$ cat src/dtc_pkg.sv
/*
 * Shared constants for the dual timer/counter block: register offsets,
 * bit positions, reset values, mode codes and the internal tick rate.
 * Assumes an 8-bit register port with byte-wide offsets.
 */
package dtc_pkg;

    // Register offsets
    localparam logic [7:0] DTC_ADDR_CTL  = 8'h88;
    localparam logic [7:0] DTC_ADDR_MODE = 8'h89;
    localparam logic [7:0] DTC_ADDR_LO0  = 8'h8A;
    localparam logic [7:0] DTC_ADDR_LO1  = 8'h8B;
    localparam logic [7:0] DTC_ADDR_HI0  = 8'h8C;
    localparam logic [7:0] DTC_ADDR_HI1  = 8'h8D;

    // Control register bit positions
    localparam int DTC_CTL_OVF1  = 7;
    localparam int DTC_CTL_RUN1  = 6;
    localparam int DTC_CTL_OVF0  = 5;
    localparam int DTC_CTL_RUN0  = 4;
    localparam int DTC_CTL_IRQ1F = 3;
    localparam int DTC_CTL_IRQ1T = 2;
    localparam int DTC_CTL_IRQ0F = 1;
    localparam int DTC_CTL_IRQ0T = 0;

    // Mode register bit positions
    localparam int DTC_MODE_GATE1 = 7;
    localparam int DTC_MODE_SRC1  = 6;
    localparam int DTC_MODE_SEL1  = 4;
    localparam int DTC_MODE_GATE0 = 3;
    localparam int DTC_MODE_SRC0  = 2;
    localparam int DTC_MODE_SEL0  = 0;

    // Reset values
    localparam logic [7:0] DTC_RST_BYTE = 8'h00;
    localparam logic       DTC_RST_BIT  = 1'b0;

    // Prescaler field limit of the low byte in the prescaled mode, and the full byte limit
    localparam logic [4:0] DTC_PRE_MAX = 5'h1F;
    localparam logic [7:0] DTC_BYTE_MAX = 8'hFF;

    // Internal clock divider: system clocks per count tick
    localparam int DTC_TICK_DIV = 12;
    localparam int DTC_TICK_W   = 4;

    // Operating modes, in field-code order 00..11
    typedef enum logic [1:0] {
        DTC_MODE_PRESCALE,
        DTC_MODE_WIDE,
        DTC_MODE_RELOAD,
        DTC_MODE_SPLIT
    } dtc_mode_t;

endpackage

$ cat src/dtc_timer.sv
/*
 * Two timer/counter channels with shared control and mode registers and
 * capture of two external interrupt request pins.
 * Assumes a same-clock register port (read data one cycle after the read
 * strobe) and vectoring acknowledge pulses from an interrupt controller
 * on the same clock. Pins are asynchronous and are synchronised here.
 */
// Overview of operation
// [RULE1] Channel 1 gated: counts while pin high
// [RULE2] Channel 1 ungated: counts whenever run set
// [RULE3] Channel 0 gated: counts while pin high
// [RULE4] Channel 0 ungated: request pin ignored
// [RULE5] Channel 1 source clear: internal tick
// [RULE6] Channel 1 source set: count pin falls
// [RULE7] Channel 0 source clear: internal tick
// [RULE8] Channel 0 source set: count pin falls
// [RULE9] Mode fields at bits 5:4 and 1:0
// [RULE10] Mode 00: 8-bit counter, 5-bit prescaler
// [RULE11] Mode 01: full 16-bit counter
// [RULE12] Mode 10: low byte reloads from high
// [RULE13] Mode 11: channel 0 low byte timer
// [RULE14] Mode 11: high byte runs on channel 1
// [RULE15] Mode 11 on channel 1 halts it
// [RULE16] Request edge or level sets detect flag
// [RULE17] Vectoring clears flag only in edge mode
// [RULE18] Level mode flag follows inverted pin
// [RULE19] Software picks edge or level trigger
// [RULE20] Control register bit order fixed
// [RULE21] Overflow sets flag; vector or write clears
`timescale 1ns/1ps

module dtc_timer
    import dtc_pkg::*;
#(
    parameter int TICK_DIV = DTC_TICK_DIV
)
(
    // Clock and reset
    input  wire logic       mclk,
    input  wire logic       rst,
    // Register port
    input  wire logic [7:0] addr,
    input  wire logic [7:0] wr_data,
    input  wire logic       wr_stb,
    input  wire logic       rd_stb,
    output logic      [7:0] rd_data,
    // External pins
    input  wire logic       counter_pin_zero,
    input  wire logic       counter_pin_one,
    input  wire logic       ext_irq_pin_zero,
    input  wire logic       ext_irq_pin_one,
    // Vectoring acknowledges
    input  wire logic       ovf0_vec,
    input  wire logic       ovf1_vec,
    input  wire logic       ext_irq0_vec,
    input  wire logic       ext_irq1_vec,
    // Flag outputs
    output logic            ovf0_flag,
    output logic            ovf1_flag,
    output logic            ext_irq0_flag,
    output logic            ext_irq1_flag
);

    // Count step: returns {overflow, high byte, low byte}
    function automatic logic [16:0] dtc_step(
        input dtc_mode_t  m,
        input logic [7:0] lo,
        input logic [7:0] hi,
        input logic       inc
    );
        logic [16:0] r;
        r = {1'b0, hi, lo};
        if (inc)
        begin
            case (m)
                DTC_MODE_PRESCALE:
                begin
                    if (lo[4:0] == DTC_PRE_MAX)
                    begin
                        r = {hi == DTC_BYTE_MAX, hi + 8'h01,
                             lo[7:5], 5'h00};
                    end
                    else
                    begin
                        r = {1'b0, hi, lo[7:5], lo[4:0] + 5'h01};
                    end
                end
                DTC_MODE_WIDE:
                    r = {1'b0, hi, lo} + 17'h00001;
                DTC_MODE_RELOAD:
                begin
                    if (lo == DTC_BYTE_MAX)
                        r = {1'b1, hi, hi};
                    else
                        r = {1'b0, hi, lo + 8'h01};
                end
                default:
                    r = {lo == DTC_BYTE_MAX, hi, lo + 8'h01};
            endcase
        end
        return r;
    endfunction

    // Register state
    logic [7:0]     mode_reg;
    logic [7:0]     lo0_reg;
    logic [7:0]     hi0_reg;
    logic [7:0]     lo1_reg;
    logic [7:0]     hi1_reg;
    logic           run0_reg;
    logic           run1_reg;
    logic           ovf0_reg;
    logic           ovf1_reg;
    logic           irq0_type_reg;
    logic           irq1_type_reg;
    logic           irq0_flag_reg;
    logic           irq1_flag_reg;
    logic [7:0]     rd_data_reg;

    // Pin synchronisers: 0 cnt0, 1 cnt1, 2 irq0, 3 irq1
    logic [3:0]     pin_meta;
    logic [3:0]     pin_sync;
    logic [3:0]     pin_prev;
    logic [3:0]     pin_fall;

    // Internal tick divider
    logic [DTC_TICK_W-1:0] tick_cnt;
    logic                  tick;

    // Decoded controls
    dtc_mode_t      mode0;
    dtc_mode_t      mode1;
    logic           gate0;
    logic           gate1;
    logic           src0;
    logic           src1;
    logic           en0;
    logic           en1;
    logic           inc0;
    logic           inc1;
    logic           inc_hi0;
    logic [16:0]    step0;
    logic [16:0]    step1;
    logic           ovf0_set;
    logic           ovf1_set;
    logic           wr_ctl;

    // Two-stage synchronisers, then a delayed copy for edges
    always_ff @(posedge mclk)
    begin
        if (rst)
        begin
            pin_meta <= 4'hF;
            pin_sync <= 4'hF;
            pin_prev <= 4'hF;
        end
        else
        begin
            pin_meta <= {ext_irq_pin_one, ext_irq_pin_zero,
                         counter_pin_one, counter_pin_zero};
            pin_sync <= pin_meta;
            pin_prev <= pin_sync;
        end
    end

    assign pin_fall = pin_prev & ~pin_sync;

    // Internal clock divider producing a one-cycle tick
    always_ff @(posedge mclk)
    begin
        if (rst)
            tick_cnt <= '0;
        else if (tick)
            tick_cnt <= '0;
        else
            tick_cnt <= tick_cnt + DTC_TICK_W'(1);
    end

    assign tick = (tick_cnt == DTC_TICK_W'(TICK_DIV - 1));

    // Mode register fields
    assign mode0 = dtc_mode_t'(mode_reg[DTC_MODE_SEL0 +: 2]); // see [RULE9]
    assign mode1 = dtc_mode_t'(mode_reg[DTC_MODE_SEL1 +: 2]); // see [RULE9]
    assign gate0 = mode_reg[DTC_MODE_GATE0];
    assign gate1 = mode_reg[DTC_MODE_GATE1];
    assign src0  = mode_reg[DTC_MODE_SRC0];
    assign src1  = mode_reg[DTC_MODE_SRC1];

    // Run gating by the request pin level
    assign en0 = run0_reg & (~gate0 | pin_sync[2]); // see [RULE3] [RULE4]
    assign en1 = run1_reg & (~gate1 | pin_sync[3]); // see [RULE1] [RULE2]

    // Count source: tick or falling edge on the count pin
    assign inc0 = en0 & (src0 ? pin_fall[0] : tick); // see [RULE7] [RULE8]
    assign inc1 = en1 & (src1 ? pin_fall[1] : tick)
                & (mode1 != DTC_MODE_SPLIT);          // see [RULE5] [RULE6]

    // Split mode: channel 0 high byte is a timer run by channel 1's bit
    assign inc_hi0 = (mode0 == DTC_MODE_SPLIT) & run1_reg & tick;

    // Next counts per channel
    assign step0 = dtc_step(mode0, lo0_reg, hi0_reg, inc0); // see [RULE13]
    assign step1 = dtc_step(mode1, lo1_reg, hi1_reg, inc1); // see [RULE15]

    // Overflow events; split mode lends channel 1's flag to high byte 0
    assign ovf0_set = step0[16];
    assign ovf1_set = (mode0 == DTC_MODE_SPLIT)
                    ? (inc_hi0 & (hi0_reg == DTC_BYTE_MAX)) // see [RULE14]
                    : step1[16];

    assign wr_ctl = wr_stb & (addr == DTC_ADDR_CTL);

    // Mode register
    always_ff @(posedge mclk)
    begin
        if (rst)
            mode_reg <= DTC_RST_BYTE;
        else if (wr_stb && addr == DTC_ADDR_MODE)
            mode_reg <= wr_data;
    end

    // Channel 0 low byte; a software write wins over counting
    always_ff @(posedge mclk)
    begin
        if (rst)
            lo0_reg <= DTC_RST_BYTE;
        else if (wr_stb && addr == DTC_ADDR_LO0)
            lo0_reg <= wr_data;
        else
            lo0_reg <= step0[7:0]; // see [RULE10] [RULE11] [RULE12]
    end

    // Channel 0 high byte
    always_ff @(posedge mclk)
    begin
        if (rst)
            hi0_reg <= DTC_RST_BYTE;
        else if (wr_stb && addr == DTC_ADDR_HI0)
            hi0_reg <= wr_data;
        else if (mode0 == DTC_MODE_SPLIT)
            hi0_reg <= hi0_reg + {7'h00, inc_hi0}; // see [RULE14]
        else
            hi0_reg <= step0[15:8]; // see [RULE10] [RULE11]
    end

    // Channel 1 low byte
    always_ff @(posedge mclk)
    begin
        if (rst)
            lo1_reg <= DTC_RST_BYTE;
        else if (wr_stb && addr == DTC_ADDR_LO1)
            lo1_reg <= wr_data;
        else
            lo1_reg <= step1[7:0];
    end

    // Channel 1 high byte
    always_ff @(posedge mclk)
    begin
        if (rst)
            hi1_reg <= DTC_RST_BYTE;
        else if (wr_stb && addr == DTC_ADDR_HI1)
            hi1_reg <= wr_data;
        else
            hi1_reg <= step1[15:8];
    end

    // Run and trigger type bits, software only
    always_ff @(posedge mclk)
    begin
        if (rst)
        begin
            run0_reg      <= DTC_RST_BIT;
            run1_reg      <= DTC_RST_BIT;
            irq0_type_reg <= DTC_RST_BIT;
            irq1_type_reg <= DTC_RST_BIT;
        end
        else if (wr_ctl)
        begin
            run0_reg      <= wr_data[DTC_CTL_RUN0];
            run1_reg      <= wr_data[DTC_CTL_RUN1];
            irq0_type_reg <= wr_data[DTC_CTL_IRQ0T]; // see [RULE19]
            irq1_type_reg <= wr_data[DTC_CTL_IRQ1T]; // see [RULE19]
        end
    end

    // Overflow flags: set wins over vectoring and software writes
    always_ff @(posedge mclk)
    begin
        if (rst)
        begin
            ovf0_reg <= DTC_RST_BIT;
            ovf1_reg <= DTC_RST_BIT;
        end
        else
        begin
            if (ovf0_set)
                ovf0_reg <= 1'b1; // see [RULE21]
            else if (ovf0_vec)
                ovf0_reg <= 1'b0;
            else if (wr_ctl)
                ovf0_reg <= wr_data[DTC_CTL_OVF0];
            if (ovf1_set)
                ovf1_reg <= 1'b1; // see [RULE21]
            else if (ovf1_vec)
                ovf1_reg <= 1'b0;
            else if (wr_ctl)
                ovf1_reg <= wr_data[DTC_CTL_OVF1];
        end
    end

    // Request detect flags: edge mode latches, level mode follows inverted pin
    always_ff @(posedge mclk)
    begin
        if (rst)
        begin
            irq0_flag_reg <= DTC_RST_BIT;
            irq1_flag_reg <= DTC_RST_BIT;
        end
        else
        begin
            if (!irq0_type_reg)
                irq0_flag_reg <= ~pin_sync[2]; // see [RULE18]
            else if (pin_fall[2])
                irq0_flag_reg <= 1'b1;         // see [RULE16]
            else if (ext_irq0_vec)
                irq0_flag_reg <= 1'b0;         // see [RULE17]
            else if (wr_ctl)
                irq0_flag_reg <= wr_data[DTC_CTL_IRQ0F];
            if (!irq1_type_reg)
                irq1_flag_reg <= ~pin_sync[3]; // see [RULE18]
            else if (pin_fall[3])
                irq1_flag_reg <= 1'b1;         // see [RULE16]
            else if (ext_irq1_vec)
                irq1_flag_reg <= 1'b0;         // see [RULE17]
            else if (wr_ctl)
                irq1_flag_reg <= wr_data[DTC_CTL_IRQ1F];
        end
    end

    // Read data, valid only in the cycle after the strobe
    always_ff @(posedge mclk)
    begin
        if (rst || !rd_stb)
            rd_data_reg <= DTC_RST_BYTE;
        else
        begin
            case (addr)
                DTC_ADDR_CTL:
                    rd_data_reg <= {ovf1_reg, run1_reg, ovf0_reg, run0_reg,
                                    irq1_flag_reg, irq1_type_reg,
                                    irq0_flag_reg, irq0_type_reg
                                   }; // see [RULE20]
                DTC_ADDR_MODE: rd_data_reg <= mode_reg;
                DTC_ADDR_LO0:  rd_data_reg <= lo0_reg;
                DTC_ADDR_HI0:  rd_data_reg <= hi0_reg;
                DTC_ADDR_LO1:  rd_data_reg <= lo1_reg;
                DTC_ADDR_HI1:  rd_data_reg <= hi1_reg;
                default:       rd_data_reg <= DTC_RST_BYTE;
            endcase
        end
    end

    // Outputs straight from flops
    assign rd_data       = rd_data_reg;
    assign ovf0_flag     = ovf0_reg;
    assign ovf1_flag     = ovf1_reg;
    assign ext_irq0_flag = irq0_flag_reg;
    assign ext_irq1_flag = irq1_flag_reg;
endmodule

$ cat config.mk
export PLATFORM = sky130hd
export DESIGN_NAME = dtc_timer
export DESIGN_NICKNAME = d
export VERILOG_FILES = /design/src/dtc_pkg.sv /design/src/dtc_timer.sv
export SDC_FILE = /design/constraint.sdc
export NUM_CORES = 1
export LEC_CHECK = 0
export ABC_AREA = 1
export BUFFER_PORTS_ARGS = -buffer_cell sky130_fd_sc_hd__buf_2
export CAP_MARGIN = 20
export CORE_UTILIZATION = 45
export DETAILED_ROUTE_END_ITERATION = 8
export PLACE_DENSITY = 0.66
export SETUP_SLACK_MARGIN = 0.02
export SKIP_LAST_GASP = 1
export SLEW_MARGIN = 20
export SYNTH_ARGS = -nofsm -noshare
export SYNTH_HDL_FRONTEND = slang
export SYNTH_SLANG_ARGS = --single-unit
$ cat constraint.sdc
create_clock -name mclk -period 2.69 [get_ports mclk]
set_input_delay 0.1345 -clock mclk [delete_from_list [all_inputs] [get_ports mclk]]
set_output_delay 0.1345 -clock mclk [all_outputs]
set_load 0.1 [all_outputs]
# ---- Word level (Yosys, flattened, before mapping)
# Index checks and enable logic that the tools add are counted.
dict set report op_classes {
  n_eq_ne 27
  bitwise_logic 17
  n_reduce_logical 22
  addsub 10
  mux 31
}
# cell count
set op_table {}
lappend op_table {{$mux W17} 6}
lappend op_table {{$pmux W17 S3} 2}
lappend op_table {{$eq A8 B8 Y1 const B} 10}
lappend op_table {{$pmux W8 S6} 1}
lappend op_table {{$mux W8} 5}
lappend op_table {{$add A16 B1 Y17 const B} 2}
lappend op_table {{$add A8 B1 Y8 const B} 4}
lappend op_table {{$mux W1} 17}
lappend op_table {{$reduce_bool A3 Y1} 4}
lappend op_table {{$add A5 B1 Y5 const B} 2}
lappend op_table {{$eq A5 B5 Y1 const B} 2}
lappend op_table {{$and A1 B1 Y1} 9}
lappend op_table {{$add A8 B1 Y8} 1}
lappend op_table {{$ne A2 B2 Y1 const B} 4}
lappend op_table {{$ne A4 B2 Y1 const B} 2}
lappend op_table {{$reduce_and A4 Y1} 2}
lappend op_table {{$eq A2 B2 Y1 const B} 3}
lappend op_table {{$ne A3 B3 Y1 const B} 2}
lappend op_table {{$reduce_bool A2 Y1} 3}
lappend op_table {{$logic_and A1 B1 Y1} 5}
lappend op_table {{$add A4 B1 Y4 const B} 1}
lappend op_table {{$and A4 B4 Y4} 1}
lappend op_table {{$eq A2 B1 Y1 const B} 2}
lappend op_table {{$eq A4 B4 Y1 const B} 1}
lappend op_table {{other kinds (10)} 16}
dict set report totals {
  output_inout_bits 12
  in_bits 28
  wordCells 127
  reg_bits 72
}

# ---- Longest topological paths before layout
# Gate-level depths: netlist of the first run.
dict set report depth {
  depth_word 8
  depth_mapped 14
  mapped_depth_nobuf 14
}

# ---- Least setup slack after synthesis of the first run
# Ideal clock, no wire load.
dict set report synth_path {
  path_type {register -> register}
  startpoint {register tick_cnt[0]}
  endpoint {register hi0_reg[6]}
  t_arrival_ps 1761
  setup_slack_ps 810
  path_stages_with_launch 13
  setup_time_ps 119
  t_required_ps 2571
  period_less_slack_ps 1880
  n_path_buf 0
  cell_sequence {dfxtp_1 > ha_1 > nand3_2 > nor3_1 > ha_1 > ha_1 > inv_1 > nor2_1 > nand2_1 > o21ai_0 > a21oi_1 > nor2_1 > a21oi_1}
}
dict set report synth_between {
  elab_chain_len 5
  word_cells_on_any_way 9
  cone_classes {add/sub: 1; eq/ne: 1; mux: 3; bitwise: 2; reduce/logical: 2}
}
# element line
set synth_lines {}
lappend synth_lines {{from (decl)} dtc_timer.sv:127} ;# logic [DTC_TICK_W-1:0] tick_cnt;
lappend synth_lines {{from (signal assigned)} dtc_timer.sv:176} ;# tick_cnt <= tick_cnt + DTC_TICK_W'(1);
lappend synth_lines {{$eq A4 B4 Y1 *} dtc_timer.sv:179} ;# assign tick = (tick_cnt == DTC_TICK_W'(TICK_DIV - 1));
lappend synth_lines {{$and A1 B1 Y1 / $mux W1 (equally long branches)} {dtc_timer.sv:199, dtc_timer.sv:194}}
lappend synth_lines {{$add A8 B1 Y8 / $and A1 B1 Y1 (equally long branches)} {dtc_timer.sv:241, dtc_timer.sv:194}}
lappend synth_lines {{$mux W8 / $reduce_bool A3 Y1 (equally long branches)} --}
lappend synth_lines {{$mux W8 / $reduce_and A4 Y1 (equally long branches)} --}
lappend synth_lines {{to (signal assigned)} dtc_timer.sv:239} ;# hi0_reg <= wr_data;
lappend synth_lines {{to (signal assigned)} dtc_timer.sv:241} ;# hi0_reg <= hi0_reg + {7'h00, inc_hi0};
lappend synth_lines {{to (signal assigned)} dtc_timer.sv:243} ;# hi0_reg <= step0[15:8];
lappend synth_lines {{to (decl)} dtc_timer.sv:107} ;# logic [7:0] hi0_reg;
# Every way passes the cells marked *; elsewhere a longest branch is shown, timed or not.
# A chain may end at the register's enable or synchronous reset.

# ---- Final worst setup path of the first run
# Same ends and word-level chain as after synthesis.

==> results of run 1 <==
cell type report:
| cell class | instances | area share (%) |
|---|---|---|
| multi-input combinational | 538 | 53.0 |
| sequential | 72 | 27.4 |
| inverter | 113 | 8.21 |
| timing repair buffer | 45 | 4.75 |
| tap | 136 | 3.23 |
| clock buffer | 10 | 2.61 |
| clock inverter | 6 | 0.831 |
worst register-to-register path: stages, from the launching register on:
cell and delay [ns]:
dfxtp_1 0.36, ha_1 0.21, nand3_2 0.13, nor3_1 0.22, ha_1 0.24, ha_1 0.16
inv_1 0.06, nor2_1 0.17, nand2_1 0.10, o21ai_0 0.16, a21oi_1 0.06, nor2_1 0.12
a21oi_1 0.07
synth_stat cells (2+ instances only):
master / number
nand2_1: 164
xor2_1: 6
nor2_2: 8
inv_2: 11
nand3_1: 43
inv_1: 98
nand4_2: 2
nor2_1: 58
clkbuf_1: 5
o22ai_1: 30
nor3_1: 12
nor3_2: 3
nand4_1: 12
a21oi_1: 63
o21ai_1: 3
buf_2: 3
dfxtp_1: 72
o21ai_0: 74
xnor2_1: 2
nand3_2: 6
or2_2: 9
o211ai_1: 8
nand2_2: 6
nor2_4: 3
a21oi_2: 3
a31oi_1: 3
ha_1: 9
final timing paths:
kind / startpoint / end / slack [ns] / cells after the start
max: tick_cnt[0] / hi0_reg[6] / 0.52 / 12
min: rst / pin_sync[1] / 0.02 / 2
max reg2reg: tick_cnt[0] / hi0_reg[6] / 0.52 / 12
min reg2reg: pin_meta[1] / pin_sync[1] / 0.42 / 1
routing by layer:
| layer | up-vias | GRT usage, % | share of wire (%) |
|---|---|---|---|
| met5 | - | 0 | 0 |
| met4 | 0 | 9.66 | 1.7 |
| met3 | 22 | 3.74 | 8.6 |
| met2 | 252 | 42.8 | 43 |
| met1 | 2463 | 41.4 | 47 |
| li1 | 2533 | - | - |
cells by family (layout without fill, tap and decap cells):
logic type | after synthesis | in the layout | share of synthesized area (%)
adders and majority gates | 9 | 9 | 2.38
DFF | 72 | 72 | 30.4
and+or+nand+nor | 334 | 334 | 33.6
buffers and inverters | 124 | 174 | 10.6
xor gates and xnor gates | 8 | 8 | 1.48
AOI/OAI and AO/OA | 187 | 187 | 21.6
metrics by stage:
stage	util, %	power (mW)	area (µm²)	worst slack (ns)	cells
3_5_place_dp	49.1	1.24	5050	0.546	900
4_1_cts	51.3	2.05	5270	0.534	920
2_1_floorplan	-	1.18	4740	0.810	734
6_report	51.3	2.04	5270	0.517	920
5_1_grt	51.3	2.11	5270	0.265	920
3_3_place_gp	49.1	1.24	5050	0.662	900
power groups by stage:
stage                     Clock [mW]  Combinational [mW]  Sequential (mW)
final                          0.819               0.134             1.09
after global routing           0.882               0.144             1.09
after CTS                      0.832               0.132             1.09
after detailed placement           0               0.127             1.11
after global placement             0               0.126             1.11
after floorplan                    0              0.0629             1.12
==> metrics.cfg, run 1 <==
[run_status]
outcome=completed

[worst_setup_path]
max_stage_delay_ns=0.36
cp-start-kind=register
crit_required_ns=2.95
critPathKind=register to register
end_kind=register
path_cells=ha_1 > nand3_2 > nor3_1 > ha_1 > ha_1 > inv_1 > nor2_1 > nand2_1 > o21ai_0 > a21oi_1 > nor2_1 > a21oi_1
crit_top_cell=ha_1
crit_family=simple AND/OR/NAND/NOR gates
worst-path-buf-inv=1
critPathMaxFanout=4
worstPathArrival_ns=2.43
slowest_stage=dfxtp_1

[logic_synthesis]
synth-async-reset-ratio_pct=0
synth.area.top_cells=dfxtp_1 (30%), nand2_1 (13%), o21ai_0 (7.8%)
synth.yosys.warnings=0
synth.distinct_cells=45
syn-cell-area_mm2=0.00474
synth_top_area_cell=dfxtp_1
syn_nets=771
synthFlopType=dfxtp_1
synth.avg_cell_area_um2=6.45
synth-edff-count=0
synth-seq-cells=72
synthCells=734
yosysSeqAreaShare_pct=30.4
yosysTopAreaCellShare_pct=30.4

[pwr]
clkPwrFrac_pct=40.2
irDropWorstVdd_v=0.000266
p_switching_mw=0.557
power_frac_seq_pct=53.2
powerDensity_mw_per_mm2=387
p_sw_share_pct=27.3
p_leak_nw=2.29
combPwrFrac_pct=6.6
power.internal_mw=1.48

[routing]
route.detailed.drc=0
via_per_inst=5.73
drt_iter0_markers=560
ant_nets=0
avgRoutedWirePerCell_um=16.6
vias=5270
first_pass_iters=5
wirelength_um=15300

[sta]
slew_viol_final=0
fin_crit_ns=2.17
setup_tns_ns=0
max_freq_mhz=460
skew_ns=0.0131
slew_headroom_pct=54.1
setup_viol=0
rsz0062_at_grt=no
hold-worst-slack_ns=0.0175
fin_crit_sh_pct=80.8
worst_pin_slew_ns=0.684
hold_violations=0

[grt]
antenna_found_initial=0
grt_pass1_vias=4674
grt-ovfl-total=0
grt_pass1_wl_um=24100
track_usage_pct=28.3
grt_max_degree=40

[job]
cap_violations=0

[cells_and_area]
fillers=1098
n_antenna_cell=0
area_delta_synth_final_pct=11.3
ff_latch_area_mm2=0.00144
layout.nets=816
layout_commonest_cell=nand2_1
layout_common_cells=nand2_1 (164), inv_1 (98), o21ai_0 (74)
drive_gt1_share_pct=15.2
multi_input_area_mm2=0.00279

[floorplanning]
fp.dieW_um=105
row_count=37
io_pins=40
die_area_mm2=0.0109
core_area_mm2=0.0103
initial_core_util_pct=46.1
die_h_um=105

[cts]
cts_made_buffers=9
path_clk_slew_ns=0.08
cts_tree=done
cts_resized=0
htree_levels=3
clock_sinks=72
clockBufferDepth=2
hold_buffers=4
root_buffer=clkbuf_8
clk_latency_ns=0.37
post-cts-setup-buffers=0

[min_path]
hold_class=input port to register

[placement]
gp_congestion=0.946
numPortBuffers=39
dpl.hpwl_um=11400

Power figures use the tool's default switching activity.
==> run 2, diff against run 1 <==
- PLACE_DENSITY: 0.66 -> 0.68
- clock period: 2.69 -> 1.79 ns (I/O delays scaled with it)
==> run 2 against run 1 <==
Global-route usage shrank 0.13 points; critical endpoint unchanged; largest cell class unchanged; clock power grew 84%; clock-buffer cell count shrank 1; critical path depth is the same; cell count grew 4.2%; first-iteration DRC count shrank 9.6%.
==> metrics.cfg, run 2 (synthesis gave the netlist of run 1 again) <==
[sta]
hold_violations=0  ; unchanged
slew_viol_final=0  ; unchanged
slew_headroom_pct=60.0  ; +5.9 points
skew_ns=0.00943  ; -0.00367 ns
max_freq_mhz=577  ; +25%
fin_crit_sh_pct=96.8  ; +16 points
post-route-worst-setup-slack_ns=0.0578  ; -0.459 ns
fin_crit_ns=1.73  ; -0.441 ns
setup_tns_ns=0  ; unchanged
worst_pin_slew_ns=0.600  ; -0.0836 ns
setup_viol=0  ; unchanged
rsz0062_at_grt=yes

[cts]
path_clk_slew_ns=0.09  ; about the same
root_buffer=clkbuf_8
clk_latency_ns=0.37  ; about the same
cts_tree=done
clockBufferDepth=2  ; unchanged
htree_levels=3  ; unchanged
cts_made_buffers=9  ; unchanged
clock_sinks=72  ; unchanged

[cells_and_area]
drive_gt1_share_pct=23.5  ; +8.3 points
layout_common_cells=nand2_1 (154), inv_1 (93), o21ai_0 (69)
layout_commonest_cell=nand2_1
area_delta_synth_final_pct=22.1
fin_cells=959  ; +4.2%
fillers=1034  ; -5.8%
layout.nets=854  ; +4.7%

[min_path]
min-delay-start=ovf0_vec
hold_class=input port to register

[worst_setup_path]
r2r_cells=12  ; unchanged
crit_required_ns=2.05  ; -0.90 ns
end_kind=register
worst-r2r-setup-slack_ns=0.06  ; -0.46 ns
critPathMaxFanout=3  ; -1
cp-start-kind=register
timing.rr.end=hi0_reg[6]
reg2reg_from=tick_cnt[1]
critPathKind=register to register
worstSetupEndpoint=hi0_reg[6]
cp-startpoint=tick_cnt[1]
worstPathArrival_ns=1.99  ; -0.44 ns

[routing]
vias=5322  ; +0.99%
via_per_inst=5.55  ; -3.1%
wirelength_um=15100  ; -0.85%
ant_nets=0  ; unchanged
drt_iter0_markers=506  ; -9.6%
route.detailed.drc=0  ; unchanged
avgRoutedWirePerCell_um=15.8  ; -4.9%
first_pass_iters=6  ; +1

[grt]
grt_pass1_wl_um=24000  ; -0.60%
antenna_found_initial=1  ; +1
grt_max_degree=41  ; +2.5%
grt_pass1_vias=4827  ; +3.3%
track_usage_pct=28.2  ; -0.13 points
grt-ovfl-total=0  ; unchanged

[floorplanning]
initial_core_util_pct=46.1  ; unchanged
io_pins=40  ; unchanged
die_area_mm2=0.0109  ; unchanged
die_h_um=105  ; unchanged
core_area_mm2=0.0103  ; unchanged
row_count=37  ; unchanged
fp.dieW_um=105  ; unchanged

[placement]
gp_congestion=0.967  ; +2.2%
dp_slack_ns=-0.0722  ; -0.618 ns
dpl.hpwl_um=11500  ; +0.64%
numPortBuffers=39  ; unchanged
placed_cells=928  ; +3.1%

[pwr]
irDropWorstVdd_v=0.000503  ; +89%
powerDensity_mw_per_mm2=580  ; +50%
p_total_mw=3.35  ; +65%
p_leak_nw=2.50  ; +9.1%

[run_status]
outcome=completed

[job]
cap_violations=0  ; unchanged

[run 2: cell types whose count changed in the layout (fill, tap and decap cells not counted), sizes merged]
cell         delta
bufinv          +2
dlygate4sd3     +1
clkbuf          -1
buf            +37
diode           +1
clkinvlp        +1
clkinv          -4
inv             +2
[run 2: layout make-up]
type                            count  area [µm²]  share of cell area, %
Sequential cell                    72        1450                   25.1
Clock inverter                      7         101                   1.75
Clock buffer                        9         124                   2.14
Tap cell                          136         170                   2.94
Multi-Input combinational cell    538        2960                   51.1
Inverter                          113         435                   7.53
Antenna cell                        1        2.50                 0.0433
Timing Repair Buffer               83         538                   9.30
[run 2: stage by stage]
step,instance area [µm²],hold WS (ns),util (%)
finish,5780,0.000574,56.3
global route,5780,0.00188,56.3
CTS,5590,0.000699,54.4
detailed placement,5270,0.275,51.3
global placement,5270,0.274,51.3
floorplan,4750,0.193,-
[run 2: timing repair]
action / in CTS / in global routing
endpoints found under the setup margin: 6 / 31
hold buffers: 5 / 0
pin swaps: 2 / 10
gates resized for setup: 4 / 48
setup buffers: 5 / 4
hold endpoints to repair: 5 / 0
[run 2: where the power goes]
group | internal [mW] | switching [mW]
registers | 1.62 | 0.0126
logic | 0.0685 | 0.140
clock network | 0.799 | 0.716
total | 2.49 | 0.868
[run 2: worst min-delay path by stage]
stage	to	slack [ns]	cells past startpoint
after floorplan	pin_meta[0]	0.19	1
after global placement	pin_meta[3]	0.27	2
after detailed placement	pin_meta[0]	0.28	2
after CTS	ovf0_flag	0.0007	4
after global routing	ovf0_flag	0.002	4
final	ovf0_flag	0.0006	4
[run 2: metal layers]
layer	global-route usage, %	up-vias	wire length (µm)
met4	10.9	0	334
met1	39.5	2431	6910
met3	6.11	33	1370
met5	0	-	0
met2	42.2	252	6510
li1	-	2606	-
[run 2: critical path: stages (launching register included)]
cell and delay (ns):
dfxtp_2 0.36, ha_4 0.15, nand3_4 0.07, nor3_4 0.14
ha_2 0.23, ha_4 0.13, inv_2 0.05, nor2_4 0.10
nand2_2 0.07, o21ai_1 0.11, a21oi_1 0.05, nor2_1 0.10
a21oi_1 0.07
